[src/verilog/sfr_defines.vh]
// Constants for the serial frame receiver
`ifndef SFR_DEFINES_VH
`define SFR_DEFINES_VH
`define SFR_WORD_W      16
`define SFR_CNT_W       5
`define SFR_WORD_BITS   5'h10
`define SFR_SYNC_STAGES 3
`define SFR_CLK_MHZ     200
`define SFR_SCLK_MAX_MHZ 30
// Least system cycles per serial half period at the top serial rate
`define SFR_MIN_HALF_CYC ((`SFR_CLK_MHZ + 2 * `SFR_SCLK_MAX_MHZ - 1) / (2 * `SFR_SCLK_MAX_MHZ))
`define SFR_WORD_RST    16'h0000
`endif

[src/verilog/sfr_top.v]
// Serial frame receiver: 16-bit shift-in port with a two-entry word buffer
//
// Function
// - Sixteen-bit input shift register collects words
// - Data shifted in on falling serial clock
// - Data input buffer off after write
// - Clock input buffer off after write
// - Low frame select enables next sixteen edges
// - Early frame select rise discards partial word
`timescale 1ns/1ps
`include "sfr_defines.vh"

module sfr_top (
  input  wire                   mclk,
  input  wire                   rst_n,
  input  wire                   sync_n,
  input  wire                   sclk,
  input  wire                   din,
  input  wire                   word_ready,
  output reg  [`SFR_WORD_W-1:0] word_data_q,
  output reg                    word_valid_q,
  output reg                    din_buf_en_q,
  output reg                    sclk_buf_en_q,
  output reg                    frame_abort_q,
  output reg                    word_drop_q
);

  // ------------------------------------------------------------
  // Reset release
  // ------------------------------------------------------------
  reg [1:0] rst_sync_q;
  wire      rst_loc_n;

  // Asynchronous assert, synchronous release
  always @(posedge mclk or negedge rst_n)
  begin
    if (!rst_n)
      rst_sync_q <= 2'b00;
    else
      rst_sync_q <= {rst_sync_q[0], 1'b1};
  end

  assign rst_loc_n = rst_sync_q[1];

  // ------------------------------------------------------------
  // Pin synchronisers
  // ------------------------------------------------------------
  reg [2:0] sync_sh_q;
  reg [2:0] sclk_sh_q;
  reg [2:0] din_sh_q;
  reg       sync_n_q;
  reg       sclk_q;

  // Three stages; stage 0 read only by stage 1
  always @(posedge mclk or negedge rst_loc_n)
  begin
    if (!rst_loc_n)
    begin
      sync_sh_q <= 3'b111;
      sclk_sh_q <= 3'b111;
      din_sh_q  <= 3'b000;
    end
    else
    begin
      sync_sh_q <= {sync_sh_q[1:0], sync_n};
      sclk_sh_q <= {sclk_sh_q[1:0], sclk};
      din_sh_q  <= {din_sh_q[1:0], din};
    end
  end

  // A level counts once stages 1 and 2 agree
  always @(posedge mclk or negedge rst_loc_n)
  begin
    if (!rst_loc_n)
    begin
      sync_n_q <= 1'b1;
      sclk_q   <= 1'b1;
    end
    else
    begin
      if (sync_sh_q[1] == sync_sh_q[2])
        sync_n_q <= sync_sh_q[2];
      if (sclk_sh_q[1] == sclk_sh_q[2])
        sclk_q <= sclk_sh_q[2];
    end
  end

  // Data sampled from the same delay depth as the clock
  wire sclk_fall = sclk_q & ~sclk_sh_q[2] & ~sclk_sh_q[1];
  wire sync_rise = ~sync_n_q & sync_sh_q[2] & sync_sh_q[1];
  wire sync_low  = ~sync_n_q;

  // ------------------------------------------------------------
  // Frame state machine
  // ------------------------------------------------------------
  localparam ST_IDLE  = 2'd0;
  localparam ST_SHIFT = 2'd1;
  localparam ST_DONE  = 2'd2;

  reg [1:0]              state_q;
  reg [1:0]              state_d;
  reg [`SFR_WORD_W-1:0]  shift_q;
  reg [`SFR_CNT_W-1:0]   cnt_q;
  reg                    push_q;
  wire                   in_ready;

  // Next state from frame select and bit count
  always @*
  begin
    state_d = state_q;
    case (state_q)
      ST_IDLE:
        if (sync_low)
          state_d = ST_SHIFT;
      ST_SHIFT:
        if (sync_rise)
          state_d = ST_IDLE;
        else if (sclk_fall && cnt_q == `SFR_WORD_BITS - 5'h01)
          state_d = ST_DONE;
      ST_DONE:
        if (sync_rise)
          state_d = ST_IDLE;
      default:
        state_d = ST_IDLE;
    endcase
  end

  // host rate
  // Edge detect assumes each serial half period spans several mclk cycles
  always @(posedge mclk or negedge rst_loc_n)
  begin
    if (!rst_loc_n)
    begin
      state_q       <= ST_IDLE;
      shift_q       <= `SFR_WORD_RST;
      cnt_q         <= 5'h00;
      push_q        <= 1'b0;
      frame_abort_q <= 1'b0;
      din_buf_en_q  <= 1'b0;
      sclk_buf_en_q <= 1'b0;
    end
    else
    begin
      state_q       <= state_d;
      push_q        <= 1'b0;
      frame_abort_q <= 1'b0;
      din_buf_en_q  <= (state_d == ST_SHIFT);
      sclk_buf_en_q <= (state_d == ST_SHIFT);
      if (state_q == ST_IDLE)
        cnt_q <= 5'h00;
      if (state_q == ST_SHIFT && sync_rise)
      begin
        cnt_q         <= 5'h00;
        frame_abort_q <= 1'b1;
      end
      else if (state_q == ST_SHIFT && sclk_fall)
      begin
        shift_q <= {shift_q[`SFR_WORD_W-2:0], din_sh_q[2]};
        cnt_q   <= cnt_q + 5'h01;
        if (cnt_q == `SFR_WORD_BITS - 5'h01)
          push_q <= 1'b1;
      end
    end
  end

  // ------------------------------------------------------------
  // Two-entry output buffer
  // ------------------------------------------------------------
  reg [`SFR_WORD_W-1:0] mem_q [0:1];
  reg                   wr_ptr_q;
  reg                   rd_ptr_q;
  reg [1:0]             fill_q;
  wire                  do_push = push_q & in_ready;
  wire                  do_pop  = word_valid_q & word_ready;

  // Serial side cannot stall; a word arriving when full, with no word taken that cycle, is counted as dropped
  assign in_ready = (fill_q != 2'd2) | do_pop;

  always @(posedge mclk)
  begin
    if (do_push)
      mem_q[wr_ptr_q] <= shift_q;
  end

  // Pointers, fill level and registered output
  always @(posedge mclk or negedge rst_loc_n)
  begin
    if (!rst_loc_n)
    begin
      wr_ptr_q     <= 1'b0;
      rd_ptr_q     <= 1'b0;
      fill_q       <= 2'd0;
      word_valid_q <= 1'b0;
      word_data_q  <= `SFR_WORD_RST;
      word_drop_q  <= 1'b0;
    end
    else
    begin
      word_drop_q <= push_q & ~in_ready;
      if (do_push)
        wr_ptr_q <= ~wr_ptr_q;
      if (do_pop)
        rd_ptr_q <= ~rd_ptr_q;
      fill_q <= fill_q + {1'b0, do_push} - {1'b0, do_pop};
      // Head word loads when output empties or is taken
      if (!word_valid_q || do_pop)
      begin
        if (fill_q > {1'b0, do_pop})
        begin
          word_valid_q <= 1'b1;
          word_data_q  <= mem_q[rd_ptr_q ^ do_pop];
        end
        else if (do_push)
        begin
          word_valid_q <= 1'b1;
          word_data_q  <= shift_q;
        end
        else
          word_valid_q <= 1'b0;
      end
    end
  end

endmodule // sfr_top
[config.mk]
export PLATFORM = sky130hd
export DESIGN_NAME = sfr_top
export DESIGN_NICKNAME = d
export VERILOG_FILES = /design/src/verilog/sfr_top.v
export VERILOG_INCLUDE_DIRS = /design/src /design/src/verilog
export SDC_FILE = /design/constraint.sdc
export NUM_CORES = 1
export LEC_CHECK = 0
export BUFFER_PORTS_ARGS = -buffer_cell sky130_fd_sc_hd__buf_2
export CAP_MARGIN = 20
export CORE_MARGIN = 8
export CORE_UTILIZATION = 53
export DETAILED_ROUTE_END_ITERATION = 12
export GPL_TIMING_DRIVEN = 0
export PLACE_DENSITY = 0.74
export SLEW_MARGIN = 10
export SYNTH_ARGS = -nofsm -noshare
export SYNTH_HDL_FRONTEND = slang
export SYNTH_SLANG_ARGS = --single-unit
[constraint.sdc]
create_clock -name mclk -period 1.8 [get_ports mclk]
set_input_delay 0.45 -clock mclk [delete_from_list [all_inputs] [get_ports mclk]]
set_output_delay 0.45 -clock mclk [all_outputs]
set_load 0.005 [all_outputs]
# After elaboration in Yosys (flattened, before gate mapping)

Memory sizes are Yosys's and may differ from the RTL's.
Cells that the tools add are included.

Latch bits: 0
Word-level logic and storage cells: 73
Memory bits (read-only): 0
Memories kept: 1
Bits in registers: 61
Bits in writable memories: 32
Bits of input ports: 6

Memories:

| memory | depth | width | read ports | clocked after memory_dff | write ports | line          | text |
|---|---|---|---|---|---|---|---|
| mem_q  | 2     | 16    | 1          | 0                        | 1           | sfr_top.v:169 | `` reg [`SFR_WORD_W-1:0] mem_q [0:1]; `` |

Bitwise logic cells: 16
Reduce and logical (&&, ||, !) cells: 10
Shifts and indexed selects: 0
$add $sub $neg: 3
Divide/modulo/power cells: 0
$lt $le $gt $ge: 1
Multipliers: 0
Equal/unequal tests: 7
Multiplexer cells: 17

Operators by type and width:

| operator                                       | count |
|---|---|
| two-way mux 16 bit                             | 2 |
| two-way mux 5 bit                              | 3 |
| two-way mux 2 bit                              | 4 |
| AND 1 bit                                      | 7 |
| two-way mux 1 bit                              | 7 |
| inverter 1 bit                                 | 7 |
| case mux 2 bit (3 select lines)                | 1 |
| adder 5 x 1 -> 5 bit (second input constant)   | 1 |
| == test 5 x 4 -> 1 bit (second input constant) | 1 |
| == test 2 x 1 -> 1 bit (second input constant) | 2 |
| AND reduction 2 bit                            | 2 |
| logical AND 1 bit                              | 3 |
| nonzero test 3 bit                             | 1 |
| adder 2 x 1 -> 2 bit                           | 1 |
| == test 1 bit                                  | 2 |
| == test 2 bit (second input constant)          | 1 |
| greater-than comparator 2 x 1 -> 1 bit         | 1 |
| logical NOT 2 bit                              | 1 |
| != test 2 bit (second input constant)          | 1 |
| nonzero test 2 bit                             | 1 |
| subtractor 2 x 1 -> 2 bit                      | 1 |
| logical NOT 1 bit                              | 1 |
| logical OR 1 bit                               | 1 |
| bitwise OR 1 bit                               | 1 |
| XOR 1 bit                                      | 1 |

# Depth between registers and ports, before layout

Gate-level depths: netlist (run 1).

Word-level depth: 8
Gate-level depth with buffers: 8
Mapped depth without buffers: 7

# Worst setup path after synthesis (run 1)

Ideal clock, no wire load.

Path type: input-to-reg
From: in word_ready
To: mem mem_q[0][0] (netlist bit) (enable)
Data required time: 1412 ps
Path buffers: 0
Stages on the path: 4
Library setup time: 388 ps
Setup slack: -79 ps
Arrival: 1490 ps
Cells stage by stage: nand2_2 nand3_1 nand2_1 nor2_1

Cells in the longest elaborated chain, start to end: 5

RTL lines:

| element                                 | line          | text |
|---|---|---|
| start: declaration                      | sfr_top.v:19  | `input wire word_ready,` |
| AND 1 bit                               | sfr_top.v:174 | `wire do_pop = word_valid_q & word_ready;` |
| bitwise OR 1 bit                        | sfr_top.v:177 | `assign in_ready = (fill_q != 2'd2) \| do_pop;` |
| AND 1 bit                               | sfr_top.v:173 | `wire do_push = push_q & in_ready;` |
| two-way mux 1 bit                       | sfr_top.v:181 | `if (do_push)` |
| two-way mux 1 bit (not written as such) | sfr_top.v:182 | `mem_q[wr_ptr_q] <= shift_q;` |
| end: declaration                        | sfr_top.v:169 |  |

No other way between the ends.

# Worst setup path after layout (run 1)

From: reg word_valid_q
To: reg word_data_q[0]

Cells in the longest elaborated chain, start to end: 5

RTL lines:

| element                       | line          | text |
|---|---|---|
| start: declaration            | sfr_top.v:21  | `output reg word_valid_q,` |
| start signal: assignment      | sfr_top.v:193 | `word_valid_q <= 1'b0;` |
| start signal: assignment      | sfr_top.v:210 | `word_valid_q <= 1'b1;` |
| start signal: assignment      | sfr_top.v:215 | `word_valid_q <= 1'b1;` |
| AND 1 bit (*)                 | sfr_top.v:174 |  |
| net do_pop                    | sfr_top.v:174 |  |
| bitwise OR 1 bit              | sfr_top.v:177 |  |
| AND 1 bit                     | sfr_top.v:173 |  |
| nonzero test 2 bit (no line)  | --            |  |
| AND reduction 2 bit (no line) | --            |  |
| end signal: assignment        | sfr_top.v:194 | `` word_data_q <= `SFR_WORD_RST; `` |
| end signal: assignment        | sfr_top.v:211 | `word_data_q <= mem_q[rd_ptr_q ^ do_pop];` |
| end signal: assignment        | sfr_top.v:216 | `word_data_q <= shift_q;` |
| end: declaration              | sfr_top.v:20  | `` output reg [`SFR_WORD_W-1:0] word_data_q, `` |

Mark *: on every way through the listed nets, which the timed path passes. The rest lies on a longest branch.
A chain may end at the register's enable or synchronous reset.

==> flow_metrics.env, run 1 <==
export IMPL_grt_total_usage_pct=13.6
export IMPL_grt_setup_unrepaired="yes"
export IMPL_worst_pin_slew_ps=789
export IMPL_critical_path_arrival_ps=1980
export IMPL_drt_iter0_drc=119
export IMPL_num_rows=30
export IMPL_die_w_um=98.5
export IMPL_avgSynthCellArea_um2=13.4
export IMPL_worstHoldStart="sync_n"
export IMPL_fin_total_pwr_w=0.00597
export IMPL_timing_hold_ws_ps=194
export IMPL_cp_slowest_stage_delay_ps=410
export IMPL_num_antenna_cells=0
export IMPL_synth_area_leader_cell="dfrtp_1"
export IMPL_grt_overflow=0
export IMPL_hpwl_mm=4.11
export IMPL_skew_ps=11.7
export IMPL_yosys_warnings=0
export IMPL_cts_sinks=93
export IMPL_grt_pass1_wl_mm=10.5
export IMPL_crit_chain="nand2_2 -> inv_1 -> ha_1 -> o21bai_2 -> o21ai_2 -> nand2_1 -> o221ai_1"
export IMPL_fin_ws_ps=79.3
export IMPL_drc_errors=0
export IMPL_drive_gt1_share_pct=24.4
export IMPL_cp_max_fo=10
export IMPL_grt_pass1_vias=2155
export IMPL_clk_path_buf_depth=2
export IMPL_htreeDepth=3
export IMPL_insertion_delay_ps=350
export IMPL_antenna_found_initial=0
export IMPL_setup_violations_final=0
export IMPL_cts_tree="yes"
export IMPL_wl_per_cell_um=16.1
export IMPL_vias_per_cell=5.42
export IMPL_worstPathRequired_ps=2060
export IMPL_holdPathStages=1
export IMPL_status="completed"
export IMPL_reg2regPathDepth=7
export IMPL_maxSlewHeadroom_pct=47.4
export IMPL_clkSlewWorstSetupHoldPaths_ps=90
export IMPL_synth_nets=279
export IMPL_cellLeakagePower_nw=1.70
export IMPL_synth_seq_cells=93
export IMPL_dr_pass1_iters=4
export IMPL_endpoint_kind="flop"
export IMPL_final_period_utilization_pct=95.6
export IMPL_critPathLaunchType="flop"
export IMPL_critPathBufInv=1
export IMPL_period_needed_ps=1720
export IMPL_max_freq_mhz=581
export IMPL_hold_violations=0
export IMPL_crit_slowest_cell="o21ai_2"
export IMPL_synth_distinct_cells=36
export IMPL_synth_cells=269
export IMPL_grt_max_degree=60
export IMPL_num_vias=2120
export IMPL_wirelength_mm=6.29
export IMPL_hold_path_class="in2reg"
export IMPL_place_congestion=0.754
export IMPL_reg2reg_from="word_valid_q"
export IMPL_coreArea_um2=6680
export IMPL_floorplan_initialDensity_pct=54.0
export IMPL_hold_end="sync_sh_q[0]"
export IMPL_final_max_slew_viol_count=0
export IMPL_dieArea_um2=9700
export IMPL_powerDensity_nw_per_um2=1450
export IMPL_irDropWorstVdd_v=0.000572
export IMPL_synthesis_area_um2=3610
export IMPL_pin_count=27
export IMPL_place_ws_ps=-377
export IMPL_postRouteAntennaNets=0
export IMPL_r2r_end="word_data_q[0]"
export IMPL_path_class="reg2reg"
export IMPL_areaGrowthSynthToFinish_pct=14.5
export IMPL_numCtsBuffers=9
export IMPL_portBuffers=26
export IMPL_maxCapViolCount=0
export IMPL_synth_top_area_share_pct=36.8
export IMPL_synth_area_top_cells="dfrtp_1 (37%), edfxtp_1 (27%), dfstp_2 (5.8%)"
export IMPL_r2r_slack_ps=80
export IMPL_nNetsFinal=316
export IMPL_cts_root_buffer="clkbuf_8"
export IMPL_synth_seq_area_share_pct=69.2
export IMPL_critical_path_top_delay_family="compound AO/OA/AOI/OAI gates"
export IMPL_dieHeight_um=98.5
[sequential cells by signal, indices dropped and copies added, names as in the netlist]
register and cells:
frame_abort_q 1, mem_q 32, din_sh_q 3, push_q 1, sync_sh_q 3, word_valid_q 1
wr_ptr_q 1, state_q 2, rst_sync_q 2, sclk_sh_q 3, cnt_q 5, sclk_q 1
sclk_buf_en_q 1, word_data_q 16, word_drop_q 1, fill_q 2, rd_ptr_q 1, shift_q 16
sync_n_q 1
[kinds of logic after synthesis]
kind of cell	share of synthesized area (%)
flip-flops	69.2
AND/OR/NAND/NOR	8.78
AO/OA/AOI/OAI	9.12
buffers and inverters	4.02
multiplexers	5.31
adder cells (fa/ha/maj)	1.94
XOR/XNOR	1.49
other	0.104
[area by class of cell]
cell class / count / area [um2]
Buffer: 8 / 52.6
Clock buffer: 12 / 178
Clock inverter: 4 / 33.8
Fill cell: 517 / 2550
Inverter: 23 / 86.3
Multi-Input combinational cell: 143 / 1020
Sequential cell: 93 / 2500
Tap cell: 80 / 100
Timing Repair Buffer: 28 / 160
[routing by layer]
layer	track usage, %	up-vias	part of all wire, %
met4	5.90	0	1.7
met3	3.31	13	4.1
met2	22.2	42	49
li1	-	1008	-
met5	0	-	0
met1	16.8	1057	46
[worst register-to-register path: cells and delay by family, from the launching register on]
| family | cells | cell delay (ps) |
|---|---|---|
| AOI/OAI and AO/OA | 3 | 590 |
| DFF | 1 | 400 |
| adders and majority gates | 1 | 300 |
| and+or+nand+nor | 2 | 270 |
| buffers and inverters | 1 | 80 |
[power by group]
| part | internal, W | switching [W] |
|---|---|---|
| logic | 0.000807 | 0.000917 |
| registers | 0.00257 | 0.000257 |
| clock network | 0.000684 | 0.000741 |
[timing repair]
item | in CTS | in global routing
pin swaps | 0 | 1
hold buffers | 1 | 0
hold endpoints to repair | 2 | 0
endpoints found under the setup margin | 55 | 36
gates resized for setup | 11 | 5
buffers inserted | 0 | 1
[metrics by stage]
step	TNS (ps)	area (um2)	utilization (%)	instances
CTS	0	4090	61.3	390
floorplan	0	3610	-	269
global placement	-11260	3840	57.5	375
global route	-699	4130	61.8	391
finish	0	4130	61.8	391
detailed placement	-13030	3840	57.5	375
[cells in the final DEF (no fill, tap or decap), types with 2 or more instances in the layout]
cell type,instances
nand3_1,2
inv_1,23
maj3_1,2
clkbuf_1,5
nand2b_1,2
mux2i_1,18
clkbuf_16,2
xnor2_1,3
nor2b_1,2
o221ai_1,10
dfstp_2,8
nand2_2,2
nand2_1,34
o21ai_0,20
edfxtp_1,32
nor2_1,14
clkbuf_8,9
buf_2,27
ha_1,4
a221oi_2,6
and3_1,2
dfrtp_1,52
inv_6,2
buf_12,2
[synthesized netlist by cell type]
cell,n
a221oi_2,6
buf_12,1
xor2_4,1
a21boi_0,1
nand3_1,4
mux2_2,1
nand2b_1,2
nand2_2,1
buf_2,1
edfxtp_1,32
buf_4,1
o22a_1,1
maj3_1,2
xnor2_1,3
conb_1,1
clkbuf_1,7
a211oi_1,1
nor4bb_1,1
dfstp_2,8
nand2_1,35
o21bai_1,2
inv_1,23
o21ai_1,1
o21a_1,1
mux2i_1,18
dfrtp_1,53
ha_1,4
nor3b_2,1
o221ai_1,10
o21ai_0,20
nor2_1,16
and3_1,4
nand4_1,1
nand3b_1,1
and2_1,2
nor2b_1,2
[worst max-delay path by stage]
stage | slack, ps | startpoint | cells past startpoint | end
global route | -70 | word_valid_q | 7 | word_data_q[4]
floorplan | 30 | word_ready | 8 | word_data_q[10]
finish | 80 | word_valid_q | 7 | word_data_q[0]
detailed placement | -380 | word_ready | 8 | word_data_q[5]
CTS | 3 | word_valid_q | 7 | word_data_q[4]
global placement | -360 | word_ready | 8 | word_data_q[6]
Note: power is estimated with default switching activity, not from simulation.
==> run 2, diff against run 1 <==
Settings changed: CELL_PAD_IN_SITES_DETAIL_PLACEMENT set to 1, CELL_PAD_IN_SITES_GLOBAL_PLACEMENT set to 1, CORE_UTILIZATION 53 to 44, PLACE_DENSITY 0.74 to not set, PLACE_DENSITY_LB_ADDON set to 0.1.
==> run 2 against run 1 <==
Design area is 0.82% higher; sequential power hardly changed; first-iteration DRC count is 39% lower; flip-flop and latch count stayed put; routed wire length is 16% higher; final cell count is 6.4% higher; highest routed layer unchanged.
==> flow_metrics.env, run 2 (synthesis results as in run 1) <==
export IMPL_status="completed"
export IMPL_largest_reg_flops=32
export IMPL_grt_total_usage_pct=13.6
export IMPL_max_freq_mhz=579
export IMPL_dieArea_um2=11400
export IMPL_crit_top_cell="nor2_2"
export IMPL_top_register="mem_q"
export IMPL_dp_cells=400
export IMPL_critical_path_arrival_ps=1990
export IMPL_skew_ps=8.37
export IMPL_irDropWorstVdd_v=0.000445
export IMPL_postRouteAntennaNets=0
export IMPL_num_rows=33
export IMPL_drive_gt1_share_pct=25.1
export IMPL_nNetsFinal=316
export IMPL_endpoint_kind="flop"
export IMPL_cts_root_buffer="clkbuf_8"
export IMPL_finalNonFillerCells=416
export IMPL_place_congestion=0.695
export IMPL_wl_per_cell_um=17.5
export IMPL_cellLeakagePower_nw=1.70
export IMPL_final_max_slew_viol_count=0
export IMPL_clkSlewWorstSetupHoldPaths_ps=90
export IMPL_htreeDepth=3
export IMPL_fin_ws_ps=72.6
export IMPL_grt_setup_unrepaired="yes"
export IMPL_powerDensity_nw_per_um2=1420
export IMPL_drt_iter0_drc=72
export IMPL_coreArea_um2=8090
export IMPL_hold_path_class="in2reg"
export IMPL_antenna_found_initial=0
export IMPL_vias_per_cell=5.14
export IMPL_place_ws_ps=-440
export IMPL_pin_count=27
export IMPL_final_period_utilization_pct=96.0
export IMPL_num_antenna_cells=0
export IMPL_fillers=850
export IMPL_fin_total_pwr_w=0.00592
export IMPL_hold_violations=0
export IMPL_crit_chain="nand2_4 -> inv_1 -> ha_1 -> nor2_2 -> nor2_2 -> nand3_4 -> o221ai_1"
export IMPL_final_area_um2=4160
export IMPL_critical_path_top_delay_family="simple AND/OR/NAND/NOR gates"
export IMPL_worst_pin_slew_ps=802
export IMPL_setup_violations_final=0
export IMPL_cts_sinks=93
export IMPL_path_class="reg2reg"
export IMPL_floorplan_initialDensity_pct=44.6
export IMPL_wirelength_mm=7.27
export IMPL_crit_slowest_cell="dfrtp_1"
export IMPL_critPathBufInv=1
export IMPL_insertion_delay_ps=350
export IMPL_cp_slowest_stage_delay_ps=420
export IMPL_clk_path_buf_depth=2
export IMPL_grt_pass1_wl_mm=12.0
export IMPL_reg_largest_list="mem_q: 32 flops, shift_q: 16 flops, word_data_q: 16 flops"
export IMPL_num_vias=2138
export IMPL_worstPathRequired_ps=2060
export IMPL_maxSlewHeadroom_pct=46.5
export IMPL_period_needed_ps=1730
export IMPL_drc_errors=0
export IMPL_areaGrowthSynthToFinish_pct=15.4
export IMPL_grt_overflow=0
export IMPL_maxCapViolCount=0
export IMPL_layout_common_cells="dfrtp_1 (52), nand2_1 (34), edfxtp_1 (32)"
export IMPL_cp_max_fo=10
export IMPL_dr_pass1_iters=4
export IMPL_portBuffers=26
export IMPL_grt_max_degree=60
export IMPL_critPathLaunchType="flop"
export IMPL_numCtsBuffers=9
export IMPL_dieHeight_um=107
export IMPL_layout_commonest_cell="dfrtp_1"
export IMPL_die_w_um=107
export IMPL_grt_pass1_vias=2317
export IMPL_fin_util_pct=51.4
export IMPL_place_area_um2=3870
export IMPL_hpwl_mm=4.70
export IMPL_cts_tree="yes"
[run 2: cell type report]
cell class                      instances  area (um2)  area share, %
Sequential cell                        93        2500           60.1
Multi-Input combinational cell        143        1040           25.0
Timing Repair Buffer                   29         180           4.33
Clock buffer                           14         163           3.91
Tap cell                              105         131           3.16
Inverter                               23        86.3           2.07
Buffer                                  7        51.3           1.23
Clock inverter                          2        10.0          0.240
[run 2: final timing paths]
check / from / to / slack [ps] / depth (start not counted)
max in group asynchronous: rst_sync_q[1] / shift_q[7] / 840 / 0
min in group asynchronous: rst_n / rst_sync_q[1] / 400 / 2
worst min register to register: rst_sync_q[0] / rst_sync_q[1] / 360 / 0
worst min-delay path: sclk / sclk_sh_q[0] / 200 / 1
worst max register to register: word_valid_q / word_data_q[12] / 70 / 7
worst max-delay path: word_valid_q / word_data_q[12] / 70 / 7
[run 2: power breakdown]
| group | switching, W | total (W) | internal (W) | leakage [nW] |
|---|---|---|---|---|
| Sequential | 0.000266 | 0.00283 | 0.00257 | 1.03 |
| Clock | 0.000698 | 0.00128 | 0.000577 | 0.0905 |
| Combinational | 0.000975 | 0.00181 | 0.000837 | 0.585 |
| Total | 0.00194 | 0.00592 | 0.00398 | 1.70 |
[run 2: layer usage]
| metal | GRT usage [%] | vias up | wire (um) |
|---|---|---|---|
| met4 | 4.82 | 0 | 89 |
| met2 | 22.3 | 31 | 3660 |
| met5 | 0 | - | 0 |
| met3 | 3.81 | 7 | 238 |
| li1 | - | 1007 | - |
| met1 | 16.7 | 1093 | 3280 |
[run 2: what timing repair did]
item                                    in CTS  in global routing
gates resized for setup                     17                  6
hold endpoints to repair                     2                  0
pin swaps                                    1                  0
endpoints found under the setup margin      66                 53
hold buffers                                 1                  0
buffers inserted                             2                  0
[run 2: metrics by stage]
stage	TNS, ps	hold WS [ps]
5_1_grt	-115	170
3_5_place_dp	-16470	240
4_1_cts	0	177
6_report	0	197
3_3_place_gp	-14870	237
2_1_floorplan	0	154
==> run 3, diff against run 2 <==
Settings changed: CORE_UTILIZATION 44 to 49.
Clock period 1.8 ns to 1.7 ns, I/O delays scaled along.
==> run 3 against run 2 <==
Design area rose by 2.9%; utilization rose by 8.2 points; hold slack got worse by 46 ps; via count rose by 1.6%; maximum frequency rose by 8.0%; non-clock buffer count rose by 5; clock power rose by 29%; die area fell by 8.7%; clock-buffer cell count fell by 5.
==> flow_metrics.env, run 3 (synthesis results as in run 1) <==
export IMPL_status="completed"
export IMPL_hold_path_class="in2reg"
export IMPL_place_area_um2=3870
export IMPL_skew_ps=12.8
export IMPL_nNetsFinal=321
export IMPL_dieHeight_um=102
export IMPL_portBuffers=26
export IMPL_top_usage_layer="met2"
export IMPL_drt_iter0_drc=138
export IMPL_crit_chain="nand2_2 -> inv_1 -> ha_4 -> nor2_2 -> nor2_2 -> nand3_4 -> o221ai_1"
export IMPL_pin_count=27
export IMPL_endpoint_kind="flop"
export IMPL_htreeDepth=3
export IMPL_path_class="reg2reg"
export IMPL_holdPathStages=1
export IMPL_dp_cells=394
export IMPL_clk_path_buf_depth=2
export IMPL_powerDensity_nw_per_um2=1600
export IMPL_drc_errors=0
export IMPL_setup_violations_final=0
export IMPL_areaGrowthSynthToFinish_pct=18.7
export IMPL_grt_use_met1_pct=18.0
export IMPL_cp_slowest_stage_delay_ps=410
export IMPL_grt_overflow=0
export IMPL_period_needed_ps=1600
export IMPL_final_area_um2=4280
export IMPL_dieArea_um2=10400
export IMPL_final_period_utilization_pct=94.1
export IMPL_worstPathRequired_ps=1970
export IMPL_crit_slowest_cell="dfrtp_1"
export IMPL_cts_tree="yes"
export IMPL_critPathLaunchType="flop"
export IMPL_worst_pin_slew_ps=803
export IMPL_fin_util_pct=59.7
export IMPL_insertion_delay_ps=370
export IMPL_cellLeakagePower_nw=1.75
export IMPL_grt_total_usage_pct=15.7
export IMPL_vias_per_cell=5.23
export IMPL_grt_pass1_vias=2360
export IMPL_finalNonFillerCells=415
export IMPL_postRouteAntennaNets=0
export IMPL_hold_violations=0
export IMPL_drive_gt1_share_pct=28.2
export IMPL_dr_pass1_iters=4
export IMPL_reg_largest_list="mem_q: 32 flops, shift_q: 16 flops, word_data_q: 16 flops"
export IMPL_layout_commonest_cell="dfrtp_1"
export IMPL_wirelength_mm=7.41
export IMPL_place_congestion=0.748
export IMPL_antenna_found_initial=0
export IMPL_grt_met3_usage_pct=4.54
export IMPL_coreArea_um2=7180
export IMPL_maxSlewHeadroom_pct=46.5
export IMPL_grt_pass1_wl_mm=12.1
export IMPL_num_rows=31
export IMPL_num_vias=2172
export IMPL_die_w_um=102
export IMPL_wl_per_cell_um=17.9
export IMPL_gr_usage_met2_pct=26.7
export IMPL_cts_sinks=93
export IMPL_final_max_slew_viol_count=0
export IMPL_layout_common_cells="dfrtp_1 (52), nand2_1 (33), edfxtp_1 (32)"
export IMPL_cts_root_buffer="clkbuf_8"
export IMPL_largest_reg_flops=32
export IMPL_numCtsBuffers=9
export IMPL_irDropWorstVdd_v=0.000641
export IMPL_maxCapViolCount=0
export IMPL_reg2regPathDepth=7
export IMPL_floorplan_initialDensity_pct=50.3
export IMPL_num_antenna_cells=0
export IMPL_critical_path_arrival_ps=1870
export IMPL_cp_max_fo=10
export IMPL_grt_setup_unrepaired="no"
export IMPL_hpwl_mm=4.70
export IMPL_max_freq_mhz=625
export IMPL_grt_max_degree=60
export IMPL_clkSlewWorstSetupHoldPaths_ps=90
export IMPL_top_register="mem_q"
export IMPL_crit_top_cell="nor2_2"
==> run 3: cell types whose count changed in the layout (fill, tap and decap cells not counted), sizes merged <==
cell,previous run,this run
clkbuf,17,13
clkinvlp,0,1
inv,23,25
bufinv,0,2
buf,32,36
==> run 3: path summary, 6_finish.rpt <==
kind | endpoint | start | slack (ps)
min in group asynchronous | rst_sync_q[0] | rst_n | 360
max reg2reg | word_data_q[7] | word_valid_q | 100
max | word_data_q[7] | word_valid_q | 100
min | sync_sh_q[0] | sync_n | 150
min reg2reg | din_sh_q[2] | din_sh_q[1] | 360
max in group asynchronous | push_q | rst_sync_q[1] | 740
==> run 3: layout make-up <==
type | instances | area (um2)
Multi-Input combinational cell | 143 | 1080
Inverter | 23 | 86.3
Tap cell | 99 | 124
Fill cell | 713 | 2890
Timing Repair Buffer | 34 | 218
Clock inverter | 7 | 97.6
Sequential cell | 93 | 2500
Clock buffer | 9 | 124
Buffer | 7 | 51.3
==> run 3: per-stage QoR <==
stage               hold slack, ps  TNS (ps)  setup slack (ps)  power (W)
floorplan                      129         0              10.7    0.00427
global placement               210    -20030              -461    0.00481
detailed placement             212    -20770              -513    0.00489
CTS                            135     -14.0             -14.0    0.00666
global route                   129         0              11.8    0.00722
finish                         151         0               101    0.00684
==> run 3: what timing repair did <==
action | CTS | global route
setup buffers | 3 | 4
pin swaps | 1 | 0
setup endpoints to repair | 67 | 52
hold endpoints to repair | 2 | 0
gates resized for setup | 17 | 11
hold buffers | 1 | 0
==> run 3: layer usage <==
layer	wire length, um	share of wire [%]
met1	3340	45
met2	3690	50
met3	267	3.6
met4	116	1.6
met5	0	0
==> run 3: critical path, delay by kind of cell, from the launching register on <==
kind | cells | cell delay, ps
AOI/OAI and AO/OA | 1 | 250
and+or+nand+nor | 4 | 480
buffers and inverters | 1 | 70
DFF | 1 | 410
adders and majority gates | 1 | 290
==> run 3: power breakdown <==
| part | switching, W | internal [W] |
|---|---|---|
| clock | 0.000809 | 0.000837 |
| combinational | 0.00111 | 0.00108 |
| sequential | 0.000281 | 0.00272 |
